### src/pkg/dma_consts.svh
/*
 * Constants of the DMA request source selection block: register indexes,
 * field positions, reset values and source codes.
 * Assumes it is included once per compilation unit by bare name.
 */
`ifndef DMA_CONSTS_SVH
`define DMA_CONSTS_SVH

// ****************************************************************
// Register indexes (byte address is four times the index)
// ****************************************************************
`define IDX_SRC_PTR0    10'h180
`define IDX_DST_PTR0    10'h184
`define IDX_COUNT0      10'h188
`define IDX_CTRL0       10'h18c
`define IDX_SRC_PTR1    10'h190
`define IDX_DST_PTR1    10'h194
`define IDX_COUNT1      10'h198
`define IDX_CTRL1       10'h19c
`define IDX_SRC_PTR2    10'h1a0
`define IDX_DST_PTR2    10'h1a4
`define IDX_COUNT2      10'h1a8
`define IDX_CTRL2       10'h1ac
`define IDX_SRC_PTR3    10'h1b0
`define IDX_DST_PTR3    10'h1b4
`define IDX_COUNT3      10'h1b8
`define IDX_CTRL3       10'h1bc
`define IDX_SEL2        10'h390
`define IDX_SEL3        10'h392
`define IDX_SEL0        10'h398
`define IDX_SEL1        10'h39a

// ****************************************************************
// Fields and reset values
// ****************************************************************
`define CTRL_ENABLE_BIT   0
`define CTRL_PENDING_BIT  4
`define SEL_EXT_BIT       5
`define SEL_SW_BIT        7
`define PTR_RESET         24'h00_0000
`define COUNT_RESET       16'h0000
`define CTRL_RESET        8'h00
`define SEL_RESET         6'h00
`define PIN_IDLE          4'hf

// ****************************************************************
// Source codes, extension bit clear
// ****************************************************************
`define SRC_IRQ_FALL      5'h00
`define SRC_SOFTWARE      5'h01
`define SRC_TIMER_A0      5'h02
`define SRC_TIMER_A4      5'h06
`define SRC_TIMER_B0      5'h07
`define SRC_TIMER_B2      5'h09
`define SRC_UART0_TX      5'h0a
`define SRC_UART0_RX      5'h0b
`define SRC_UART2_TX      5'h0c
`define SRC_UART2_RX      5'h0d
`define SRC_ADC           5'h0e
`define SRC_UART1_A       5'h0f
`define SRC_UART1_B       5'h10
`define SRC_UART5_TX      5'h11
`define SRC_UART7_RX      5'h16

// ****************************************************************
// Source codes, extension bit set
// ****************************************************************
`define SRCX_SSU3         5'h05
`define SRCX_BOTH_A       5'h06
`define SRCX_BOTH_B       5'h07
`define SRCX_TIMER_B4     5'h08
`define SRCX_TIMER_B5     5'h09
`define SRCX_UPPER_FALL   5'h10
`define SRCX_UPPER_BOTH   5'h11

// ****************************************************************
// Positions in the serial and timer B event vectors
// ****************************************************************
`define UART0_POS         3'd0
`define UART1_POS         3'd1
`define UART2_POS         3'd2
`define UART5_POS         3'd3
`define TIMER_B3_POS      3'd3
`define TIMER_B4_POS      3'd4
`define TIMER_B5_POS      3'd5

`endif

### src/pkg/dma_pkg.sv
/*
 * Types of the DMA request source selection block.
 * Assumes dma_consts.svh holds the numeric constants.
 */
package dma_pkg;

	// Bus slave states, one-hot
	typedef enum logic [2:0] {
		bus_idle   = 3'b001,
		bus_access = 3'b010,
		bus_resp   = 3'b100
	} bus_state_type;

	// Register kinds behind the decoder
	typedef enum logic [2:0] {
		reg_src = 3'd0,
		reg_dst = 3'd1,
		reg_cnt = 3'd2,
		reg_ctl = 3'd3,
		reg_sel = 3'd4
	} reg_kind_type;

	typedef struct packed {
		logic         hit;
		reg_kind_type kind;
		logic [1:0]   ch;
	} reg_hit_type;

	// AHB-Lite request from the master
	typedef struct packed {
		logic        hsel;
		logic [31:0] haddr;
		logic [1:0]  htrans;
		logic        hwrite;
		logic [2:0]  hsize;
		logic [31:0] hwdata;
		logic        hready;
	} ahb_req_type;

	// Peripheral event pulses; serial index 0..5 is UART 0,1,2,5,6,7
	typedef struct packed {
		logic [4:0] timer_a;
		logic [5:0] timer_b;
		logic [5:0] uart_tx;
		logic [5:0] uart_rx;
		logic [5:0] uart_ack;
		logic       sync_serial_unit3;
		logic       sync_serial_unit4;
		logic       adc;
	} periph_event_type;

	// Whole state of the block
	typedef struct packed {
		bus_state_type    bus;
		logic [9:0]       idx;
		logic             wr;
		logic             ok;
		logic [31:0]      rdata;
		logic [3:0][23:0] src_ptr;
		logic [3:0][23:0] dst_ptr;
		logic [3:0][15:0] count;
		logic [3:0][7:0]  ctrl;
		logic [3:0][5:0]  sel;
		logic [3:0]       pending;
		logic [3:0]       irq_prev;
		logic [3:0]       upper_prev;
	} dma_state_type;

endpackage : dma_pkg

### src/logic/dma_request_source_select.sv
/*
 * Request source selection and register file of a four channel DMA
 * controller, reached over AHB-Lite.
 * Assumes peripheral events are one-cycle pulses and pins are already
 * synchronous to clock; a channel acknowledges service on channel_service.
 */
// Register access over AHB-Lite was decided locally.
// Notes on behaviour
// - Four channels, each with own source select.
// - Code 0 falling pin edge; code 1 software.
// - Codes 2-6 timer A, 7-9 timer B.
// - Codes 0Ah, 0Ch UART0/UART2 transmit, all channels.
// - Code 0Bh UART0 receive; odd adds acknowledge.
// - Code 0Dh UART2 receive; odd adds acknowledge.
// - Code 0Eh converter request, every channel.
// - Code 0Fh even UART1 transmit, odd receive/ack.
// - Code 10h even UART1 receive, odd transmit.
// - Codes 11h-16h UART5-7 transmit/receive, odd acknowledge.
// - Extended 05h serial unit 3, odd only.
// - Extended 06h even both edges, odd unit 4.
// - Extended 07h even timer B3, odd both edges.
// - Extended 08h/09h timer B4/B5, even only.
// - Extended 10h falling edge of upper pin.
// - Extended 11h both edges of upper pin.
`include "dma_consts.svh"
`timescale 1ns/100ps
`default_nettype none

module dma_request_source_select (
	input  wire logic                      clock,
	input  wire logic                      rst,
	input  wire dma_pkg::ahb_req_type      bus,
	output logic                           hreadyout,
	output logic [31:0]                    hrdata,
	output logic                           hresp,
	input  wire dma_pkg::periph_event_type periph_event,
	input  wire logic [3:0]                channel_irq_pin_n,
	input  wire logic [3:0]                upper_irq_pin_n,
	input  wire logic [3:0]                channel_service,
	output logic [3:0]                     transfer_request
);

	// ************************************************************
	// Functions
	// ************************************************************

	// Register decode by word index
	function automatic dma_pkg::reg_hit_type decode(input logic [9:0] idx);
		dma_pkg::reg_hit_type d;
		d = '{1'b0, dma_pkg::reg_src, 2'd0};
		case (idx)
			`IDX_SRC_PTR0: d = '{1'b1, dma_pkg::reg_src, 2'd0};
			`IDX_DST_PTR0: d = '{1'b1, dma_pkg::reg_dst, 2'd0};
			`IDX_COUNT0:   d = '{1'b1, dma_pkg::reg_cnt, 2'd0};
			`IDX_CTRL0:    d = '{1'b1, dma_pkg::reg_ctl, 2'd0};
			`IDX_SRC_PTR1: d = '{1'b1, dma_pkg::reg_src, 2'd1};
			`IDX_DST_PTR1: d = '{1'b1, dma_pkg::reg_dst, 2'd1};
			`IDX_COUNT1:   d = '{1'b1, dma_pkg::reg_cnt, 2'd1};
			`IDX_CTRL1:    d = '{1'b1, dma_pkg::reg_ctl, 2'd1};
			`IDX_SRC_PTR2: d = '{1'b1, dma_pkg::reg_src, 2'd2};
			`IDX_DST_PTR2: d = '{1'b1, dma_pkg::reg_dst, 2'd2};
			`IDX_COUNT2:   d = '{1'b1, dma_pkg::reg_cnt, 2'd2};
			`IDX_CTRL2:    d = '{1'b1, dma_pkg::reg_ctl, 2'd2};
			`IDX_SRC_PTR3: d = '{1'b1, dma_pkg::reg_src, 2'd3};
			`IDX_DST_PTR3: d = '{1'b1, dma_pkg::reg_dst, 2'd3};
			`IDX_COUNT3:   d = '{1'b1, dma_pkg::reg_cnt, 2'd3};
			`IDX_CTRL3:    d = '{1'b1, dma_pkg::reg_ctl, 2'd3};
			`IDX_SEL0:     d = '{1'b1, dma_pkg::reg_sel, 2'd0};
			`IDX_SEL1:     d = '{1'b1, dma_pkg::reg_sel, 2'd1};
			`IDX_SEL2:     d = '{1'b1, dma_pkg::reg_sel, 2'd2};
			`IDX_SEL3:     d = '{1'b1, dma_pkg::reg_sel, 2'd3};
			default:       d = '{1'b0, dma_pkg::reg_src, 2'd0};
		endcase
		return d;
	endfunction : decode

	// Read value of a decoded register; unmapped reads as zero
	function automatic logic [31:0] read_word(input dma_pkg::dma_state_type s,
			input logic ok);
		dma_pkg::reg_hit_type d;
		logic [31:0]          r;
		d = decode(s.idx);
		r = 32'h0000_0000;
		if (ok && d.hit) begin
			case (d.kind)
				dma_pkg::reg_src: r[23:0] = s.src_ptr[d.ch];
				dma_pkg::reg_dst: r[23:0] = s.dst_ptr[d.ch];
				dma_pkg::reg_cnt: r[15:0] = s.count[d.ch];
				dma_pkg::reg_ctl: begin
					r[7:0] = s.ctrl[d.ch];
					r[`CTRL_PENDING_BIT] = s.pending[d.ch];
				end
				dma_pkg::reg_sel: r[5:0] = s.sel[d.ch];
				default:          r = 32'h0000_0000;
			endcase
		end
		return r;
	endfunction : read_word

	// Selected source event of one channel
	function automatic logic source_hit(input logic odd, input logic [5:0] sel,
			input dma_pkg::periph_event_type ev, input logic fall_i,
			input logic both_i, input logic fall_j, input logic both_j,
			input logic sw);
		logic [4:0] c;
		logic [4:0] off;
		logic [2:0] u;
		logic       r;
		c   = sel[4:0];
		off = c - `SRC_UART5_TX;
		u   = `UART5_POS + {1'b0, off[2:1]};
		r   = 1'b0;
		if (!sel[`SEL_EXT_BIT]) begin
			case (c)
				`SRC_IRQ_FALL: r = fall_i;
				`SRC_SOFTWARE: r = sw;
				`SRC_UART0_TX: r = ev.uart_tx[`UART0_POS];
				`SRC_UART2_TX: r = ev.uart_tx[`UART2_POS];
				`SRC_UART0_RX: r = ev.uart_rx[`UART0_POS]
						| (odd & ev.uart_ack[`UART0_POS]);
				`SRC_UART2_RX: r = ev.uart_rx[`UART2_POS]
						| (odd & ev.uart_ack[`UART2_POS]);
				`SRC_ADC:      r = ev.adc;
				`SRC_UART1_A:  r = odd ? (ev.uart_rx[`UART1_POS]
						| ev.uart_ack[`UART1_POS]) : ev.uart_tx[`UART1_POS];
				`SRC_UART1_B:  r = odd ? ev.uart_tx[`UART1_POS]
						: ev.uart_rx[`UART1_POS];
				default: begin
					if (c >= `SRC_TIMER_A0 && c <= `SRC_TIMER_A4)
						r = ev.timer_a[3'(c - `SRC_TIMER_A0)];
					else if (c >= `SRC_TIMER_B0 && c <= `SRC_TIMER_B2)
						r = ev.timer_b[3'(c - `SRC_TIMER_B0)];
					else if (c >= `SRC_UART5_TX && c <= `SRC_UART7_RX)
						r = off[0] ? (ev.uart_rx[u] | (odd & ev.uart_ack[u]))
							: ev.uart_tx[u];
					else
						r = 1'b0;
				end
			endcase
		end else begin
			case (c)
				`SRCX_SSU3:       r = odd & ev.sync_serial_unit3;
				`SRCX_BOTH_A:     r = odd ? ev.sync_serial_unit4 : both_i;
				`SRCX_BOTH_B:     r = odd ? both_i : ev.timer_b[`TIMER_B3_POS];
				`SRCX_TIMER_B4:   r = !odd & ev.timer_b[`TIMER_B4_POS];
				`SRCX_TIMER_B5:   r = !odd & ev.timer_b[`TIMER_B5_POS];
				`SRCX_UPPER_FALL: r = fall_j;
				`SRCX_UPPER_BOTH: r = both_j;
				default:          r = 1'b0;
			endcase
		end
		return r;
	endfunction : source_hit

	// ************************************************************
	// State and edge detection
	// ************************************************************

	dma_pkg::dma_state_type s_r;
	dma_pkg::dma_state_type s_nxt;
	logic [3:0]             sw;
	logic [3:0]             hit;
	logic [3:0]             fall_i;
	logic [3:0]             both_i;
	logic [3:0]             fall_j;
	logic [3:0]             both_j;

	// Pin edges against last sampled level; pins are active low
	assign fall_i = s_r.irq_prev & ~channel_irq_pin_n;
	assign both_i = s_r.irq_prev ^ channel_irq_pin_n;
	assign fall_j = s_r.upper_prev & ~upper_irq_pin_n;
	assign both_j = s_r.upper_prev ^ upper_irq_pin_n;

	// ************************************************************
	// Per channel source selection
	// ************************************************************

	// One selector per channel; odd channels see the second column
	for (genvar g = 0; g < 4; g++) begin : g_chan
		assign hit[g] = source_hit(g[0], s_r.sel[g], periph_event, fall_i[g],
				both_i[g], fall_j[g], both_j[g], sw[g]);
	end

	// ************************************************************
	// Next state: bus slave, registers, pending requests
	// ************************************************************

	// One wait state per transfer so reads see every earlier write
	always_comb begin
		dma_pkg::reg_hit_type d;
		d     = decode(s_r.idx);
		s_nxt = s_r;
		sw    = 4'h0;
		case (s_r.bus)
			dma_pkg::bus_idle, dma_pkg::bus_resp: begin
				if (bus.hsel && bus.htrans[1] && bus.hready) begin
					s_nxt.bus = dma_pkg::bus_access;
					s_nxt.idx = bus.haddr[11:2];
					s_nxt.wr  = bus.hwrite;
					s_nxt.ok  = (bus.haddr[31:12] == 20'h0_0000) && (bus.haddr[1:0] == 2'h0);
				end else begin
					s_nxt.bus = dma_pkg::bus_idle;
				end
			end
			dma_pkg::bus_access: begin
				s_nxt.bus   = dma_pkg::bus_resp;
				s_nxt.rdata = read_word(s_r, s_r.ok);
				if (s_r.wr && s_r.ok && d.hit) begin
					case (d.kind)
						dma_pkg::reg_src: s_nxt.src_ptr[d.ch] = bus.hwdata[23:0];
						dma_pkg::reg_dst: s_nxt.dst_ptr[d.ch] = bus.hwdata[23:0];
						dma_pkg::reg_cnt: s_nxt.count[d.ch]   = bus.hwdata[15:0];
						dma_pkg::reg_ctl: s_nxt.ctrl[d.ch]    = bus.hwdata[7:0];
						dma_pkg::reg_sel: begin
							s_nxt.sel[d.ch] = bus.hwdata[5:0];
							// Trigger judged against the code written with it
							sw[d.ch]        = bus.hwdata[`SEL_SW_BIT]
									& (bus.hwdata[5:0] == {1'b0, `SRC_SOFTWARE});
						end
						default: s_nxt.idx = s_r.idx;
					endcase
				end
			end
			default: s_nxt.bus = dma_pkg::bus_idle;
		endcase
		// Set wins over the service clear; a trigger write counts at once
		for (int i = 0; i < 4; i++) begin
			s_nxt.pending[i] = ((hit[i] | sw[i]) & s_r.ctrl[i][`CTRL_ENABLE_BIT])
					| (s_r.pending[i] & ~channel_service[i]);
		end
		s_nxt.irq_prev   = channel_irq_pin_n;
		s_nxt.upper_prev = upper_irq_pin_n;
	end

	// State register
	always_ff @(posedge clock) begin
		if (rst) begin
			s_r            <= '0;
			s_r.bus        <= dma_pkg::bus_idle;
			s_r.src_ptr    <= {4{`PTR_RESET}};
			s_r.dst_ptr    <= {4{`PTR_RESET}};
			s_r.count      <= {4{`COUNT_RESET}};
			s_r.ctrl       <= {4{`CTRL_RESET}};
			s_r.sel        <= {4{`SEL_RESET}};
			s_r.irq_prev   <= `PIN_IDLE;
			s_r.upper_prev <= `PIN_IDLE;
		end else begin
			s_r <= s_nxt;
		end
	end

	// Outputs
	assign hreadyout        = (s_r.bus != dma_pkg::bus_access);
	assign hrdata           = s_r.rdata;
	assign hresp            = 1'b0;
	assign transfer_request = s_r.pending;
endmodule : dma_request_source_select

`default_nettype wire

### config.mk
export PLATFORM = sky130hd
export DESIGN_NAME = dma_request_source_select
export DESIGN_NICKNAME = d
export VERILOG_FILES = /design/src/pkg/dma_pkg.sv /design/src/logic/dma_request_source_select.sv
export VERILOG_INCLUDE_DIRS = /design/src /design/src/pkg
export SDC_FILE = /design/constraint.sdc
export NUM_CORES = 1
export LEC_CHECK = 0
export BUFFER_PORTS_ARGS = -buffer_cell sky130_fd_sc_hd__buf_4
export CORE_AREA = 2 2 186 188
export DETAILED_ROUTE_END_ITERATION = 6
export DIE_AREA = 0 0 188 190
export GPL_ROUTABILITY_DRIVEN = 0
export PLACE_DENSITY = 0.76
export RECOVER_POWER = 50
export SYNTH_ARGS = -nofsm -noshare
export SYNTH_HDL_FRONTEND = slang
export SYNTH_SLANG_ARGS = --single-unit
export TNS_END_PERCENT = 30
### constraint.sdc
create_clock -name clock -period 2.97 [get_ports clock]
set_input_delay 0.297 -clock clock [delete_from_list [all_inputs] [get_ports clock]]
set_output_delay 0.297 -clock clock [all_outputs]
set_load 0.03 [all_outputs]
==> results.tsv <==
metric	value	unit
die_w	188	um
tritoncts	yes	
clk_pin_slew	60	ps
synth_compound_area_share	18.0	%
yosys-top-cells-area	dfxtp_1, nand2_1, a21oi_1, mux2i_1, ha_1	
postLayoutCoreUtil	61.1	%
ir_drop	0.479	mV
fin_crit	2870	ps
reg2reg_from	s_r[364]	
cts_buffers	38	
p_clk_share	47.8	%
nFillCells	2968	
numPortBuffers	134	
cp-startpoint	s_r[364]	
synth.most_common_cell	nand2_1	
crit_fanout	16	
grt_max_degree	138	
async_flop_share	0	%
drtIter0Drc	1744	
via_per_inst	6.02	
crit_path_end_kind	register	
synth_top_area_share	39.4	%
post_cts_resized	0	
min_path_cells	3	
drive_gt1_share	12.6	%
ys.flop_type	dfxtp_1	
yosys-top-cells-count	nand2_1, a21oi_1, dfxtp_1, clkbuf_1, mux2i_1	
grt_pass1_vias	17000	
power-per-cell-area	488	mW/mm2
maxCapViolCount	0	
outcome	finished with violations	
synth_cell_type_count	77	
switching_power	2.24	mW
synth-seq-cells	359	
clockBufferDepth	3	
initial_core_util	53.8	%
yosys.area_share.simple	24.2	%
fin_skew	17.2	ps
cts_root_buf	clkbuf_16	
drcViolationCount	3	
hold_class	in2reg	
cp_data_arrival_time	3320	ps
boundaryPins	156	
clock.fmax	348	MHz
final_antenna_net_count	0	
nets	2630	
vias	17800	
holdWs	3.06	ps
antenna_found_initial	0	
synth_top_family_by_area	simple AND/OR/NAND/NOR gates	
synth_xor_area_share	0.384	%
place_ws	255	ps
start_kind	register	
r2r-end	s_r[71]	
n_antenna_cell	0	
netlist_area	0.0183	mm2
grt_pass1_wl	90.5	mm
violations	DRC	
swShare	22.1	%
ys_warn_count	0	
die-height	190	um
seqPwrFrac	47.8	%
clk_latency	530	ps
routed_wl	57.4	mm
htree_levels	2	
critPathRequiredTime	3420	ps
firstDrtPassIters	7	
intPower	7.88	mW
reg2regPathDepth	7	
std_cell_rows	68	
report.final.slew_viol_count	0	
grt_overflow	0	
avgSynthCellArea	7.58	um2
synth-edff-count	0	
yosys.area_share.adder	3.01	%
clock_sinks	359	
ys_seq_area_share	39.4	%
worst_pin_slew	814	ps
holdPathEnd	s_r[357]	
synthMuxAreaShare	8.08	%
dp.final_hpwl	37.2	mm
combPwrFrac	4.4	%
reg2reg_slack	100	ps
leakagePower	7.09	nW
rsz0062_at_grt	false	
worst-setup-path-type	reg2reg	
tns	0	ps
setup_viol	0	
hold_viol	0	
fp.coreArea	0.0339	mm2
grt.total_usage	31.4	%
synth_cells	2408	
synth_top_cell_by_area	dfxtp_1	
min_from	bus[36]	
relSlewSlack	45.6	%
post-route-worst-setup-slack	99.1	ps
finalCritPeriodShare	96.7	%
die-area	0.0357	mm2
area_growth	13.6	%
post_drt_wl_per_cell	19.4	um
==> metrics by stage <==
step,total power [mW],std cells,instance area [um2]
finish,10.1,2951,20700
global route,10.4,2951,20700
CTS,10.2,2951,20900
detailed placement,5.37,2873,19500
global placement,5.37,2873,19500
floorplan,5.17,2416,18300
==> metal layers <==
metal	vias to the layer above	wire length, um	GRT usage, %
met4	0	3010	17.1
met5	-	0	0
li1	8298	-	-
met3	206	5160	5.52
met2	925	26600	51.6
met1	8324	22600	39.4
==> layout by cell type, fill, tap and decap left out, types with 11 or more instances in the layout <==
cell type and instances:
nand2_1 754, a21oi_1 414, dfxtp_1 359, buf_4 174, mux2i_1 99, nand3_1 67
nor2_1 59, o21ai_0 46, ha_1 44, clkbuf_1 42, clkbuf_16 39, inv_1 31
nor4_1 27, mux4_2 21, o22ai_1 21, nor3_1 19, nand4_1 14, nor2b_1 14
a22oi_1 12, or2_2 12, clkbuf_8 12, nand2b_1 11, a31oi_1 11
==> final cells by class <==
class / instances / area, um2 / share of cell area, %
multi-input cells: 1799 / 9850 / 47.5
clock inverters: 8 / 97.6 / 0.470
repair buffers: 237 / 1740 / 8.40
well taps: 455 / 569 / 2.74
flip-flops and latches: 359 / 7190 / 34.6
clock buffers: 60 / 1170 / 5.66
inverters: 33 / 124 / 0.597
==> worst max-delay path by stage <==
stage,endpoint,slack (ps),depth (start not counted)
after CTS,hrdata[5],220,8
after global routing,s_r[61],40,7
after detailed placement,s_r[182],250,7
final,s_r[71],100,7
after global placement,s_r[180],310,7
after floorplan,transfer_request[1],130,9
==> power by group through the flow <==
stage,sequential (mW),combinational (mW),clock (mW)
2_1_floorplan,4.94,0.236,0
3_3_place_gp,4.94,0.424,0
3_5_place_dp,4.94,0.429,0
4_1_cts,4.84,0.442,4.87
5_1_grt,4.83,0.473,5.07
6_report,4.84,0.448,4.84
==> sequential cells by signal, indices dropped and copies added (netlist names) <==
name,flops
transfer_request,4
hrdata,24
s_r,331
==> what timing repair did <==
action	in CTS	in global routing
buffers inserted	0	0
endpoints found under the hold margin	10	0
hold buffers	10	0
==> critical path: stages, from the launching register on <==
cell and delay [ps]:
dfxtp_1 340, and4bb_2 370, and3_1 370, clkbuf_2 230
a31oi_2 660, clkbuf_2 510, nand3_1 140, a21oi_1 150
==> cell families (layout without fill, tap and decap cells) <==
logic type | Yosys count | in the layout
XOR/XNOR | 8 | 8
multiplexers | 121 | 121
AND/OR/NAND/NOR | 1033 | 1033
adder cells (fa/ha/maj) | 44 | 44
flip-flops | 359 | 359
other | 1 | 9
AO/OA/AOI/OAI | 584 | 584
buffers and inverters | 258 | 338
No activity file was read; power rests on OpenSTA's default activity.
